$ cat src/pkg/ecx_pkg.sv
package ecx_pkg;
   // ------------------------------------------------------------
   // Register indices (byte address is four times the index)
   // ------------------------------------------------------------
   localparam logic [7:0] IDX_FUNC_MODE = 8'h03;
   localparam logic [7:0] IDX_IF_FORMAT = 8'h04;
   localparam logic [7:0] IDX_MISC = 8'h05;
   localparam logic [7:0] IDX_STATUS = 8'h06;
   localparam logic [7:0] IDX_SAMPLE_BASE = 8'h08;
   localparam int ADDR_W = 12;

   // ------------------------------------------------------------
   // Field positions
   // ------------------------------------------------------------
   localparam int FM_PLAY_SPEED_LSB = 6;
   localparam int FM_REC_SPEED_LSB = 4;
   localparam int FM_OUT_CLK_SEL = 0;
   localparam int IF_FORMAT_LSB = 4;
   localparam int IF_REC_OL_LSB = 2;
   localparam int IF_PLAY_OL_LSB = 0;
   localparam int MC_PLAY_MASTER = 7;
   localparam int MC_REC_MASTER = 6;
   localparam int MC_EXT_CLK_SRC = 5;
   localparam int ST_RX_ACTIVE = 0;
   localparam int ST_CFG_BAD = 1;
   localparam int ST_RATE_ERR = 2;
   localparam int ST_QUAD_ERR = 3;
   localparam int ST_FRAME_LEFT = 4;

   // ------------------------------------------------------------
   // Reset values
   // ------------------------------------------------------------
   localparam logic [7:0] RST_FUNC_MODE = 8'h00;
   localparam logic [7:0] RST_IF_FORMAT = 8'h00;
   localparam logic [7:0] RST_MISC = 8'h00;

   // ------------------------------------------------------------
   // Codes and counts
   // ------------------------------------------------------------
   localparam logic [1:0] SPEED_SINGLE = 2'b00;
   localparam logic [1:0] SPEED_DOUBLE = 2'b01;
   localparam logic [1:0] SPEED_QUAD = 2'b10;
   localparam logic [1:0] OL_OFF = 2'b00;
   localparam logic [1:0] OL_MODE1 = 2'b01;
   localparam logic [1:0] OL_MODE2 = 2'b10;
   localparam int SAMPLE_BITS = 24;
   localparam logic [7:0] HALF_BITS_64FS = 8'h20;
   localparam logic [7:0] HALF_BITS_128FS = 8'h40;
endpackage

$ cat src/hw/ecx_sample_mem.sv
`timescale 1ns/1ps
`default_nettype none
module ecx_sample_mem #(
   parameter int WIDTH = 48,
   parameter int DEPTH = 2,
   parameter int AW = 1
) (
   input wire logic mclk,
   input wire logic we,
   input wire logic [AW-1:0] waddr,
   input wire logic [WIDTH-1:0] wdata,
   input wire logic [AW-1:0] raddr,
   output logic [WIDTH-1:0] rdata_r
);
   logic [WIDTH-1:0] mem [DEPTH];

   always_ff @(posedge mclk) begin
      if (we) begin
         mem[waddr] <= wdata;
      end
   end

   always_ff @(posedge mclk) begin
      rdata_r <= mem[raddr];
   end
endmodule // ecx_sample_mem
`default_nettype wire

$ cat src/hw/ecx_ext_conv_rx.sv
// Contract
// Converter inputs: left-justified 24-bit, 64/128Fs
// Fixed format, ignores port format bits
// Inputs used only in single-line mode
// Data sampled on selected bit clock rise
// Single speed accepts 64 or 128Fs
// Double speed accepts only 64Fs
// Quad speed not usable for converters
// Clock-source bit: 1 playback, 0 record
// Config 1: 24-bit 48kHz all channels
// Config 1: both speed fields equal
// Output select 0: playback clocks drive output
// Output select 1: record clocks drive output
// Config 1: both ports master
// Config 1: source bit 0, select 0
// Config 2: 20-bit at 96kHz
// Config 2: each port speed independent
// Config 2: masters, source 1, select 1
// Config 2: playback mode 00 or 01
// Format field only outside single-line mode
// Mode fields select mode, reject invalid
// Mode 1: 20-bit, 128Fs, single/double
// Mode 2: 24-bit, 256Fs, single, master
// Codes 00 off, 01 mode1, 10 mode2
// Samples MSB first from frame edge
`timescale 1ns/1ps
`default_nettype none
module ecx_ext_conv_rx (
   input wire logic mclk,
   input wire logic rst,
   input wire logic psel,
   input wire logic penable,
   input wire logic pwrite,
   input wire logic [ecx_pkg::ADDR_W-1:0] paddr,
   input wire logic [31:0] pwdata,
   output logic [31:0] prdata,
   output logic pready,
   output logic pslverr,
   input wire logic playback_bit_clock,
   input wire logic playback_frame_clock,
   input wire logic record_bit_clock,
   input wire logic record_frame_clock,
   input wire logic ext_conv_data_in_a,
   input wire logic ext_conv_data_in_b,
   output logic record_serial_out,
   output logic conv_rx_active
);
   localparam int SW = ecx_pkg::SAMPLE_BITS;

   // ------------------------------------------------------------
   // Helpers
   // ------------------------------------------------------------
   function automatic logic rate_ok(input logic [1:0] speed, input logic [7:0] bits);
      rate_ok = (bits == ecx_pkg::HALF_BITS_64FS) ||
                (speed == ecx_pkg::SPEED_SINGLE && bits == ecx_pkg::HALF_BITS_128FS);
   endfunction

   function automatic logic [2:0] pick(input logic sel, input logic [2:0] a, input logic [2:0] b);
      pick = sel ? a : b;
   endfunction

   // ------------------------------------------------------------
   // Registers
   // ------------------------------------------------------------
   logic [7:0] func_mode_r, if_format_r, misc_r, idx;
   logic rate_err_r, quad_err_r, wait_r, wr_now;
   logic out_clk_sel, ext_clk_src, play_master, rec_master;
   logic [1:0] play_speed, rec_speed, play_ol, rec_ol;
   logic [2:0] format_sel;

   assign idx = paddr[9:2];
   assign wr_now = psel && penable && pready && pwrite;
   assign play_speed = func_mode_r[ecx_pkg::FM_PLAY_SPEED_LSB +: 2];
   assign rec_speed = func_mode_r[ecx_pkg::FM_REC_SPEED_LSB +: 2];
   assign out_clk_sel = func_mode_r[ecx_pkg::FM_OUT_CLK_SEL];
   assign play_ol = if_format_r[ecx_pkg::IF_PLAY_OL_LSB +: 2];
   assign rec_ol = if_format_r[ecx_pkg::IF_REC_OL_LSB +: 2];
   assign format_sel = if_format_r[ecx_pkg::IF_FORMAT_LSB +: 3];
   assign play_master = misc_r[ecx_pkg::MC_PLAY_MASTER];
   assign rec_master = misc_r[ecx_pkg::MC_REC_MASTER];
   assign ext_clk_src = misc_r[ecx_pkg::MC_EXT_CLK_SRC];

   always_ff @(posedge mclk) begin
      if (rst) begin
         func_mode_r <= ecx_pkg::RST_FUNC_MODE;
         if_format_r <= ecx_pkg::RST_IF_FORMAT;
         misc_r <= ecx_pkg::RST_MISC;
      end else if (wr_now) begin
         case (idx)
            ecx_pkg::IDX_FUNC_MODE: func_mode_r <= pwdata[7:0];
            ecx_pkg::IDX_IF_FORMAT: if_format_r <= pwdata[7:0];
            ecx_pkg::IDX_MISC: misc_r <= pwdata[7:0];
            default: ;
         endcase
      end
   end

   // ------------------------------------------------------------
   // Mode check
   // ------------------------------------------------------------
   // Config 1 when converters use record clocks, config 2 otherwise
   logic cfg_bad, sel_speed, single_line, rx_en;
   logic [1:0] conv_speed;

   always_comb begin
      cfg_bad = 1'b0;
      if (play_ol == 2'b11 || rec_ol == 2'b11) begin
         cfg_bad = 1'b1;
      end
      if ((play_ol == ecx_pkg::OL_MODE1 && play_speed == ecx_pkg::SPEED_QUAD) ||
          (rec_ol == ecx_pkg::OL_MODE1 && rec_speed == ecx_pkg::SPEED_QUAD)) begin
         cfg_bad = 1'b1;
      end
      if ((play_ol == ecx_pkg::OL_MODE2 &&
           (play_speed != ecx_pkg::SPEED_SINGLE || !play_master)) ||
          (rec_ol == ecx_pkg::OL_MODE2 &&
           (rec_speed != ecx_pkg::SPEED_SINGLE || !rec_master))) begin
         cfg_bad = 1'b1;
      end
      if (!ext_clk_src) begin

         if (play_speed != rec_speed || !play_master || !rec_master || out_clk_sel) begin
            cfg_bad = 1'b1;
         end
      end else begin

         if (!play_master || !rec_master || !out_clk_sel || play_ol == ecx_pkg::OL_MODE2) begin
            cfg_bad = 1'b1;
         end
      end
   end

   assign sel_speed = ext_clk_src;
   assign conv_speed = sel_speed ? play_speed : rec_speed;
   assign single_line = (play_ol != ecx_pkg::OL_OFF) || (rec_ol != ecx_pkg::OL_OFF);
   assign rx_en = single_line && !cfg_bad && conv_speed != ecx_pkg::SPEED_QUAD;

   // ------------------------------------------------------------
   // Pin synchronisers
   // ------------------------------------------------------------
   logic [5:0] pin_s1_r, pin_s2_r, pin_prev_r;

   always_ff @(posedge mclk) begin
      if (rst) begin
         pin_s1_r <= 6'h00;
         pin_s2_r <= 6'h00;
         pin_prev_r <= 6'h00;
      end else begin
         pin_s1_r <= {ext_conv_data_in_b, ext_conv_data_in_a, record_frame_clock,
                      record_bit_clock, playback_frame_clock, playback_bit_clock};
         pin_s2_r <= pin_s1_r;
         pin_prev_r <= pin_s2_r;
      end
   end

   // Bit 0 bclk, bit 1 fclk, bit 2 previous bclk
   logic [2:0] conv_clk, out_clk;
   logic conv_rise, out_fall;

   assign conv_clk = pick(ext_clk_src, {pin_prev_r[0], pin_s2_r[1:0]},
                          {pin_prev_r[2], pin_s2_r[3:2]});
   assign out_clk = pick(out_clk_sel, {pin_prev_r[2], pin_s2_r[3:2]},
                         {pin_prev_r[0], pin_s2_r[1:0]});
   assign conv_rise = conv_clk[0] && !conv_clk[2];
   assign out_fall = !out_clk[0] && out_clk[2];

   // ------------------------------------------------------------
   // Converter capture
   // ------------------------------------------------------------
   // Format field is never consulted here: converters are always left-justified
   logic conv_fclk_r, mem_we_r, mem_waddr_r, conv_edge;
   logic [7:0] bit_cnt_r;
   logic [SW-1:0] shift_a_r, shift_b_r, last_a_r, last_b_r;
   logic [47:0] mem_rdata;

   assign conv_edge = conv_clk[1] != conv_fclk_r;

   always_ff @(posedge mclk) begin
      if (rst) begin
         conv_fclk_r <= 1'b0;
         bit_cnt_r <= 8'h00;
         shift_a_r <= '0;
         shift_b_r <= '0;
      end else if (conv_rise) begin
         conv_fclk_r <= conv_clk[1];
         if (conv_edge) begin
            bit_cnt_r <= 8'h01;
            shift_a_r <= {{(SW-1){1'b0}}, pin_s2_r[4]};
            shift_b_r <= {{(SW-1){1'b0}}, pin_s2_r[5]};
         end else begin
            if (bit_cnt_r != 8'hff) begin
               bit_cnt_r <= bit_cnt_r + 8'h01;
            end
            if (bit_cnt_r < 8'(SW)) begin
               shift_a_r <= {shift_a_r[SW-2:0], pin_s2_r[4]};
               shift_b_r <= {shift_b_r[SW-2:0], pin_s2_r[5]};
            end
         end
      end
   end

   always_ff @(posedge mclk) begin
      if (rst) begin
         mem_we_r <= 1'b0;
         mem_waddr_r <= 1'b0;
         last_a_r <= '0;
         last_b_r <= '0;
      end else begin
         mem_we_r <= 1'b0;
         if (rx_en && conv_rise && !conv_edge && bit_cnt_r == 8'(SW)) begin
            mem_we_r <= 1'b1;
            mem_waddr_r <= !conv_fclk_r;
            last_a_r <= shift_a_r;
            last_b_r <= shift_b_r;
         end
      end
   end

   // Rate check on each frame half; a first half after enable may flag spuriously
   always_ff @(posedge mclk) begin
      if (rst) begin
         rate_err_r <= 1'b0;
      end else if (rx_en && conv_rise && conv_edge && bit_cnt_r != 8'h00 &&
                   !rate_ok(conv_speed, bit_cnt_r)) begin
         rate_err_r <= 1'b1;
      end else if (wr_now && idx == ecx_pkg::IDX_STATUS && pwdata[ecx_pkg::ST_RATE_ERR]) begin
         rate_err_r <= 1'b0;
      end
   end

   always_ff @(posedge mclk) begin
      if (rst) begin
         quad_err_r <= 1'b0;
      end else if (single_line && conv_speed == ecx_pkg::SPEED_QUAD) begin
         quad_err_r <= 1'b1;
      end else if (wr_now && idx == ecx_pkg::IDX_STATUS && pwdata[ecx_pkg::ST_QUAD_ERR]) begin
         quad_err_r <= 1'b0;
      end
   end

   ecx_sample_mem #(.WIDTH(48), .DEPTH(2), .AW(1)) u_mem (
      .mclk(mclk),
      .we(mem_we_r),
      .waddr(mem_waddr_r),
      .wdata({shift_a_r, shift_b_r}),
      .raddr(idx[1]),
      .rdata_r(mem_rdata)
   );

   // ------------------------------------------------------------
   // Merged record stream
   // ------------------------------------------------------------
   // Line a then line b in each half, MSB first, changed on falling bclk
   logic out_fclk_r;
   logic [47:0] out_shift_r;

   always_ff @(posedge mclk) begin
      if (rst) begin
         out_fclk_r <= 1'b0;
         out_shift_r <= '0;
         record_serial_out <= 1'b0;
      end else if (!rx_en) begin
         record_serial_out <= 1'b0;
         out_shift_r <= '0;
      end else if (out_fall) begin
         out_fclk_r <= out_clk[1];
         if (out_clk[1] != out_fclk_r) begin
            record_serial_out <= last_a_r[SW-1];
            out_shift_r <= {last_a_r[SW-2:0], last_b_r, 1'b0};
         end else begin
            record_serial_out <= out_shift_r[47];
            out_shift_r <= {out_shift_r[46:0], 1'b0};
         end
      end
   end

   always_ff @(posedge mclk) begin
      if (rst) begin
         conv_rx_active <= 1'b0;
      end else begin
         conv_rx_active <= rx_en;
      end
   end

   // ------------------------------------------------------------
   // APB slave: two wait cycles, one-cycle pready
   // ------------------------------------------------------------
   logic mapped;
   logic [31:0] rd_mux;

   assign mapped = idx == ecx_pkg::IDX_FUNC_MODE || idx == ecx_pkg::IDX_IF_FORMAT ||
                   idx == ecx_pkg::IDX_MISC || idx == ecx_pkg::IDX_STATUS ||
                   (idx[7:2] == ecx_pkg::IDX_SAMPLE_BASE[7:2]);

   always_comb begin
      rd_mux = 32'h0000_0000;
      case (idx)
         ecx_pkg::IDX_FUNC_MODE: rd_mux[7:0] = func_mode_r;
         ecx_pkg::IDX_IF_FORMAT: rd_mux[7:0] = if_format_r;
         ecx_pkg::IDX_MISC: rd_mux[7:0] = misc_r;
         ecx_pkg::IDX_STATUS: begin
            rd_mux[ecx_pkg::ST_RX_ACTIVE] = rx_en;
            rd_mux[ecx_pkg::ST_CFG_BAD] = cfg_bad;
            rd_mux[ecx_pkg::ST_RATE_ERR] = rate_err_r;
            rd_mux[ecx_pkg::ST_QUAD_ERR] = quad_err_r;
            rd_mux[ecx_pkg::ST_FRAME_LEFT] = conv_fclk_r;
            rd_mux[7:5] = format_sel;
         end
         default: begin
            if (mapped) begin
               rd_mux[SW-1:0] = idx[0] ? mem_rdata[SW-1:0] : mem_rdata[47:SW];
            end
         end
      endcase
   end

   always_ff @(posedge mclk) begin
      if (rst) begin
         wait_r <= 1'b0;
         pready <= 1'b0;
         pslverr <= 1'b0;
         prdata <= 32'h0000_0000;
      end else begin
         wait_r <= psel && penable && !wait_r && !pready;
         pready <= psel && penable && wait_r;
         pslverr <= psel && penable && wait_r && !mapped;
         if (psel && penable && wait_r && !pwrite) begin
            prdata <= rd_mux;
         end
      end
   end
endmodule // ecx_ext_conv_rx
`default_nettype wire

$ cat config.mk
export PLATFORM = sky130hd
export DESIGN_NAME = ecx_ext_conv_rx
export DESIGN_NICKNAME = d
export VERILOG_FILES = /design/src/pkg/ecx_pkg.sv /design/src/hw/ecx_sample_mem.sv /design/src/hw/ecx_ext_conv_rx.sv
export SDC_FILE = /design/constraint.sdc
export NUM_CORES = 1
export LEC_CHECK = 0
export BUFFER_PORTS_ARGS = -buffer_cell sky130_fd_sc_hd__buf_2
export CAP_MARGIN = 30
export CORE_AREA = 2 2 177 179
export CTS_CLUSTER_SIZE = 16
export DETAILED_ROUTE_END_ITERATION = 8
export DIE_AREA = 0 0 179 181
export SYNTH_ARGS = -nofsm -noshare
export SYNTH_HDL_FRONTEND = slang
export SYNTH_HIERARCHICAL = 1
export SYNTH_SLANG_ARGS = --single-unit
$ cat constraint.sdc
create_clock -name mclk -period 4.8 [get_ports mclk]
set_clock_uncertainty 0.05 [all_clocks]
set_input_delay 0.48 -clock mclk [delete_from_list [all_inputs] [get_ports mclk]]
set_output_delay 0.48 -clock mclk [all_outputs]
set_load 0.02 [all_outputs]
==> flow_summary.json, run 1 <==
{
  "clk_latency_ns": 0.52,
  "p_per_area_nw_per_um2": 397.5,
  "synth_area_um2": 14140,
  "synth-simple-area-share_pct": 10.76,
  "synthTopCellsByCount": "dfxtp_1, nor2_1, edfxtp_1, a21oi_1, mux2i_1",
  "n_antenna_cell": 0,
  "die_area_um2": 32400,
  "start_util_pct": 46.59,
  "peakVddDrop_v": 0.0002248,
  "grt_pass1_wl_mm": 48.93,
  "via_count": 9621,
  "yosys.area_share.adder_pct": 0.1770,
  "worst-slew-pin-transition_ns": 0.9142,
  "intPower_uw": 5017,
  "period_share_pct": 62.89,
  "maxClockFrequency_mhz": 331.2,
  "maxSlewViolCount": 0,
  "required_ns": 5.12,
  "grt_pass1_vias": 9073,
  "synth-compound-area-share_pct": 14.55,
  "setup_tns_ns": 0,
  "pwr-share-seq_pct": 50.4,
  "fillers": 2635,
  "ys_warn_count": 6,
  "critPathKind": "flip-flop to flip-flop",
  "synth_largest_area_cell": "dfxtp_1",
  "seqCellArea_um2": 8328,
  "switchingPower_uw": 1307,
  "ant_nets": 0,
  "synth_ff_type": "dfxtp_1",
  "combPwrFrac_pct": 2.8,
  "synth_top_area_share_pct": 38.51,
  "wirelength_mm": 30.50,
  "maxCapViolations": 0,
  "muxShareOfSynthArea_pct": 10.87,
  "ys_ff_latch": 368,
  "cts_buffers": 38,
  "gp_congestion": 0.8191,
  "cts-resized-gates": 0,
  "hold_viol_final": 0,
  "yosysMostFrequentCell": "dfxtp_1",
  "syn_avg_cell_area_um2": 11.17,
  "rsz0062_at_grt": "no",
  "die_x_um": 179,
  "grt_use_met1_pct": 27.84,
  "drive_gt1_share_pct": 15.50,
  "synth_cells": 1266,
  "synthArstFlopShare_pct": 0,
  "nets": 1324,
  "critPathLaunchType": "flip-flop",
  "hold_buffers": 0,
  "pre_cts_slack_ns": 1.715,
  "clock_sinks": 368,
  "setup_violations": 0,
  "synth_edf_count": 96,
  "vias_per_cell": 5.683,
  "ys_types": 56,
  "p_leak_uw": 0.005539,
  "port_buffers": 54,
  "setup_slack_ns": 1.781,
  "postCtsSetupRepairBufs": 0,
  "fin_crit_ns": 3.019,
  "clk_pin_slew_ns": 0.06,
  "die_y_um": 181,
  "netSwitchingFraction_pct": 20.67,
  "antenna_found_initial": 0,
  "grt-ovfl-total": 0,
  "rows": 64,
  "syn2layout_area_growth_pct": 12.51,
  "power_frac_clock_pct": 46.8,
  "hold_path_class": "input port to flip-flop",
  "status": "finished clean",
  "clockBufferDepth": 3,
  "synthTopCellsByArea": "dfxtp_1, edfxtp_1, mux2i_1",
  "synth_top_family_by_area": "compound AO/OA/AOI/OAI gates",
  "critPathCaptureType": "flip-flop",
  "track_usage_pct": 18.79,
  "wire_per_inst_um": 18.01,
  "drt_iter0_drc": 746,
  "grt_start_max_net_pins": 99,
  "cts_tree": "built",
  "worst_slew_margin_rel_pct": 38.92,
  "io_pins": 91,
  "drc": 0,
  "path_max_fanout": 31,
  "fin_util_pct": 52.42,
  "dpl.hpwl_mm": 17.78,
  "grt_util_met3_pct": 3.199,
  "htree_levels": 2,
  "grtUsageMet2_pct": 28.37,
  "multi_input_area_um2": 5340,
  "root_buffer": "clkbuf_16",
  "busiest_layer": "met2",
  "cp_data_arrival_time_ns": 3.34,
  "synth-xor-area-share_pct": 0.5575,
  "dr.pass1.iters": 5,
  "core_um2": 30350,
  "synth_seq_area_share_pct": 58.90
}
[flip-flops by register name, summed over array words and instances (netlist names), 2 cells and up]
signal,count
u_mem/mem,96
shift_b_r,24
out_shift_r,47
u_mem/rdata_r,48
prdata,24
bit_cnt_r,8
pin_s1_r,6
last_b_r,24
misc_r,8
if_format_r,8
pin_s2_r,6
func_mode_r,8
shift_a_r,24
last_a_r,24
pin_prev_r,2
[layout by cell type, fill, tap and decap left out, drive strengths merged, types with 13 or more instances in the layout]
master  Yosys  final
mux2       48     48
nor2      147    147
a22o       13     13
edfxtp     96     96
nand2      27     27
nand4      51     51
clkbuf     82     57
mux2i      92     92
nor2b      21     21
dfxtp     272    272
a22oi      46     46
nand3      16     16
nor3       23     23
buf        38     74
a21oi      93     93
o21ai      23     23
a211oi     50     50
o31ai      48     48
[stage by stage]
step	cell area, µm²	cells	power [µW]	hold slack (ns)
floorplan	14160	1273	3390	0.3638
global placement	14610	1622	3431	0.3718
detailed placement	14610	1622	3432	0.3778
CTS	15880	1692	6383	0.1015
global route	15910	1693	6516	0.1228
finish	15910	1693	6324	0.1132
[per-layer routing]
metal | part of all wire (%) | vias up
li1 | - | 4667
met1 | 49 | 4697
met2 | 44 | 215
met3 | 4.9 | 42
met4 | 1.7 | 0
met5 | 0 | -
[cell type report]
cell class,count,share of cell area (%)
flip-flops and latches,368,52.35
multi-input cells,776,33.57
clock buffers,57,7.000
well taps,396,3.115
repair buffers,74,2.784
clock inverters,13,0.9674
inverters,9,0.2124
[cells by family (layout without fill, tap and decap cells)]
group / Yosys count / after routing
DFF: 368 / 368
and+or+nand+nor: 315 / 315
AOI/OAI and AO/OA: 302 / 302
muxes: 140 / 140
buffers and inverters: 129 / 153
xor gates and xnor gates: 9 / 9
adders and majority gates: 2 / 2
other: 1 / 8
[final timing paths]
path	from	endpoint	slack [ns]	cells past startpoint
worst min-delay path	ext_conv_data_in_a	pin_s1_r[4]$_SDFF_PP0_	0.11	2
worst max register to register	misc_r[5]$_SDFFE_PP0P_	last_a_r[7]$_SDFFE_PP0P_	1.78	7
worst min register to register	pin_s1_r[2]$_SDFF_PP0_	pin_s2_r[2]$_SDFF_PP0_	0.39	1
worst max-delay path	misc_r[5]$_SDFFE_PP0P_	last_a_r[7]$_SDFFE_PP0P_	1.78	7
[power groups by stage]
stage | combinational [µW] | sequential (µW) | clock, µW
finish | 175 | 3190 | 2960
global route | 191 | 3190 | 3140
CTS | 176 | 3190 | 3020
detailed placement | 175 | 3260 | 0
global placement | 174 | 3260 | 0
floorplan | 135 | 3260 | 0
[worst max-delay path, stage by stage (launching register included)]
cell and delay [ns]:
dfxtp_1 0.65, mux2i_1 0.33, xnor2_1 0.09, buf_4 0.20
or3_2 0.83, buf_4 0.36, o31ai_1 0.23, a21oi_1 0.10
Power figures use the tool's default switching activity.
==> run 2, diff against run 1 <==
--- a/config.mk
+++ b/config.mk
@@ -5,12 +5,13 @@
 export SDC_FILE = /design/constraint.sdc
 export NUM_CORES = 1
 export LEC_CHECK = 0
+export ABC_AREA = 1
 export BUFFER_PORTS_ARGS = -buffer_cell sky130_fd_sc_hd__buf_2
 export CAP_MARGIN = 30
-export CORE_AREA = 2 2 177 179
+export CORE_AREA = 2 2 176 178
 export CTS_CLUSTER_SIZE = 16
 export DETAILED_ROUTE_END_ITERATION = 8
-export DIE_AREA = 0 0 179 181
+export DIE_AREA = 0 0 178 180
 export SYNTH_ARGS = -nofsm -noshare
 export SYNTH_HDL_FRONTEND = slang
 export SYNTH_HIERARCHICAL = 1
==> constraint.sdc (replaced) <==
create_clock -name mclk -period 2.9 [get_ports mclk]
set_clock_uncertainty 0.05 [all_clocks]
set_input_delay 0.29 -clock mclk [delete_from_list [all_inputs] [get_ports mclk]]
set_output_delay 0.29 -clock mclk [all_outputs]
set_load 0.02 [all_outputs]
==> run 2 against run 1 <==
Net effect: power rose by 65%; critical path type unchanged; critical path depth up 4; die area fell by 1.1%; cell count rose by 27%; largest cell class unchanged; routed wire length increased by 2.0%; register-to-register slack worse by 1.2 ns; first-iteration DRC count shrank 11%.
==> flow_summary.json, run 2 <==
{
  "period_share_pct": 81.30,
  "crit_top_cell": "nand2_1",
  "drc": 0,
  "clockBufferDepth": 3,
  "final_common_cell": "nand2_1",
  "maxClockFrequency_mhz": 424.1,
  "grt-ovfl-total": 0,
  "cp_cell_sequence": "inv_2 > nand2_2 > nand2_1 > nand2_1 > nand2_2 > nor3_2 > nand3_4 > buf_12 > nand2_1 > nand2_1 > nor2_1",
  "synthArstFlopShare_pct": 0,
  "die_y_um": 180,
  "status": "finished clean",
  "synth_cells": 1677,
  "drive_gt1_share_pct": 9.943,
  "syn_avg_cell_area_um2": 8.377,
  "synth_area_um2": 14050,
  "reg2reg_depth": 11,
  "ys_types": 36,
  "fin_util_pct": 53.08,
  "synth_seq_area_share_pct": 59.28,
  "r2r-start": "misc_r[5]$_SDFFE_PP0P_",
  "cp_slowest_cell": "dfxtp_1",
  "cts_tree": "built",
  "root_buffer": "clkbuf_16",
  "synth_edf_count": 96,
  "gp_congestion": 0.8730,
  "n_antenna_cell": 0,
  "critPathCaptureType": "flip-flop",
  "rsz0062_at_grt": "no",
  "hold_path_class": "input port to flip-flop",
  "worst-slew-pin-transition_ns": 0.9860,
  "timing.critical_path.buf_inv": 2,
  "start_util_pct": 46.54,
  "nets": 1778,
  "cp_top_family": "simple AND/OR/NAND/NOR gates",
  "largest_reg_flops": 96,
  "cts-resized-gates": 0,
  "dr.pass1.iters": 6,
  "r2r_end": "last_a_r[17]$_SDFFE_PP0P_",
  "maxSlewViolCount": 0,
  "pre_cts_slack_ns": 0.5428,
  "fin_crit_ns": 2.358,
  "hold_viol_final": 0,
  "die_area_um2": 32040,
  "worst_slew_margin_rel_pct": 34.17,
  "setup_violations": 0,
  "synthTopCellsByCount": "nand2_1, dfxtp_1, nor2_1, inv_1, o21ai_0",
  "io_pins": 91,
  "grt_start_max_net_pins": 98,
  "yosysMostFrequentCell": "nand2_1",
  "track_usage_pct": 19.68,
  "setup_slack_ns": 0.5423,
  "top_register": "u_mem/mem",
  "p_per_area_nw_per_um2": 649.6,
  "wire_per_inst_um": 14.50,
  "final_cell_mix": "nand2_1, dfxtp_1, nor2_1",
  "clk_latency_ns": 0.51,
  "design_area_um2": 16030,
  "syn2layout_area_growth_pct": 14.07,
  "ys_ff_latch": 368,
  "cts_buffers": 39,
  "synth_top_area_share_pct": 38.76,
  "clock_sinks": 368,
  "slowest_delay_ns": 0.44,
  "port_buffers": 54,
  "core_um2": 30190,
  "synth_ff_type": "dfxtp_1",
  "power.total_uw": 10410,
  "path_max_fanout": 32,
  "antenna_found_initial": 0,
  "synthTopCellsByArea": "dfxtp_1, edfxtp_1, nand2_1",
  "dpl.hpwl_mm": 18.40,
  "die_x_um": 178,
  "setup_tns_ns": 0,
  "hold_buffers": 14,
  "maxCapViolations": 0,
  "cp_data_arrival_time_ns": 2.75,
  "whs_path_depth": 3,
  "synth_largest_area_cell": "dfxtp_1",
  "ant_nets": 0,
  "htree_levels": 2,
  "hold_end": "if_format_r[5]$_SDFFE_PP0P_",
  "critPathLaunchType": "flip-flop",
  "ys_warn_count": 6,
  "via_count": 10580,
  "drt_iter0_drc": 667,
  "p_leak_uw": 0.006646,
  "vias_per_cell": 4.932,
  "hold_path_startpoint": "pwdata[5]",
  "reg2reg_slack_ns": 0.54,
  "fillers": 2789,
  "grt_pass1_wl_mm": 51.34,
  "critPathKind": "flip-flop to flip-flop",
  "grt_pass1_vias": 9993,
  "peakVddDrop_v": 0.0003623,
  "required_ns": 3.29,
  "clk_pin_slew_ns": 0.06,
  "postCtsSetupRepairBufs": 0,
  "largestRegisters": "u_mem/mem: 96 flops, u_mem/rdata_r: 48 flops, out_shift_r: 47 flops",
  "rows": 64,
  "wirelength_mm": 31.11,
  "placed_area_um2": 14670
}
[run 2: metrics by stage]
step / hold WS [ns] / cells
2_1_floorplan: 0.3383 / 1684
3_3_place_gp: 0.3425 / 2061
3_5_place_dp: 0.3469 / 2062
4_1_cts: 0.002523 / 2146
5_1_grt: 0.02465 / 2146
6_report: 0.02499 / 2146
[run 2: per-layer routing]
| layer | share of wire (%) | track usage (%) |
|---|---|---|
| met5 | 0 | 0 |
| met4 | 1.2 | 4.033 |
| met1 | 49 | 28.15 |
| met3 | 4.8 | 2.919 |
| met2 | 45 | 31.72 |
[run 2: layout make-up]
cell class / instances / area, µm² / share of cell area [%]
sequential: 368 / 8328 / 51.97
multi-input combinational: 1104 / 4877 / 30.43
clock buffer: 57 / 1104 / 6.886
timing repair buffer: 91 / 665.6 / 4.154
tap: 396 / 495.5 / 3.092
inverter: 117 / 439.2 / 2.740
clock inverter: 13 / 116.4 / 0.7261
[run 2: cell families (layout without fill, tap and decap cells)]
family                   after synthesis  after routing  synth area share (%)
AO/OA/AOI/OAI                        251            251                 10.00
adder cells (fa/ha/maj)                2              2                0.1781
buffers and inverters                212            278                 6.537
AND/OR/NAND/NOR                      842            842                 23.91
XOR/XNOR                               1              1               0.06236
other                                  1              8               0.02669
flip-flops                           368            368                 59.28
[run 2: how the worst max path moves through the flow]
| stage | start | end | slack [ns] | depth (start not counted) |
|---|---|---|---|---|
| after floorplan | mem_we_r$_SDFF_PP0_ | u_mem/mem[0][0]$_DFFE_PP_ | 0.01 | 2 |
| after global placement | misc_r[5]$_SDFFE_PP0P_ | last_b_r[6]$_SDFFE_PP0P_ | 0.53 | 11 |
| after detailed placement | misc_r[5]$_SDFFE_PP0P_ | last_b_r[5]$_SDFFE_PP0P_ | 0.54 | 11 |
| after CTS | misc_r[5]$_SDFFE_PP0P_ | last_a_r[17]$_SDFFE_PP0P_ | 0.49 | 11 |
| after global routing | misc_r[5]$_SDFFE_PP0P_ | last_a_r[4]$_SDFFE_PP0P_ | 0.26 | 11 |
| final | misc_r[5]$_SDFFE_PP0P_ | last_a_r[17]$_SDFFE_PP0P_ | 0.54 | 11 |
[run 2: tightest hold or removal path, delay by kind of cell]
| family | cells | cell delay [ns] |
|---|---|---|
| buf+inv | 2 | 0.19 |
| compound gates | 1 | 0.06 |
[run 2: power breakdown]
group	leakage (µW)	internal [µW]	switching (µW)
Combinational	0.00295	99.4	245
Clock	0.000599	2820	1950
Sequential	0.00310	5280	17.1
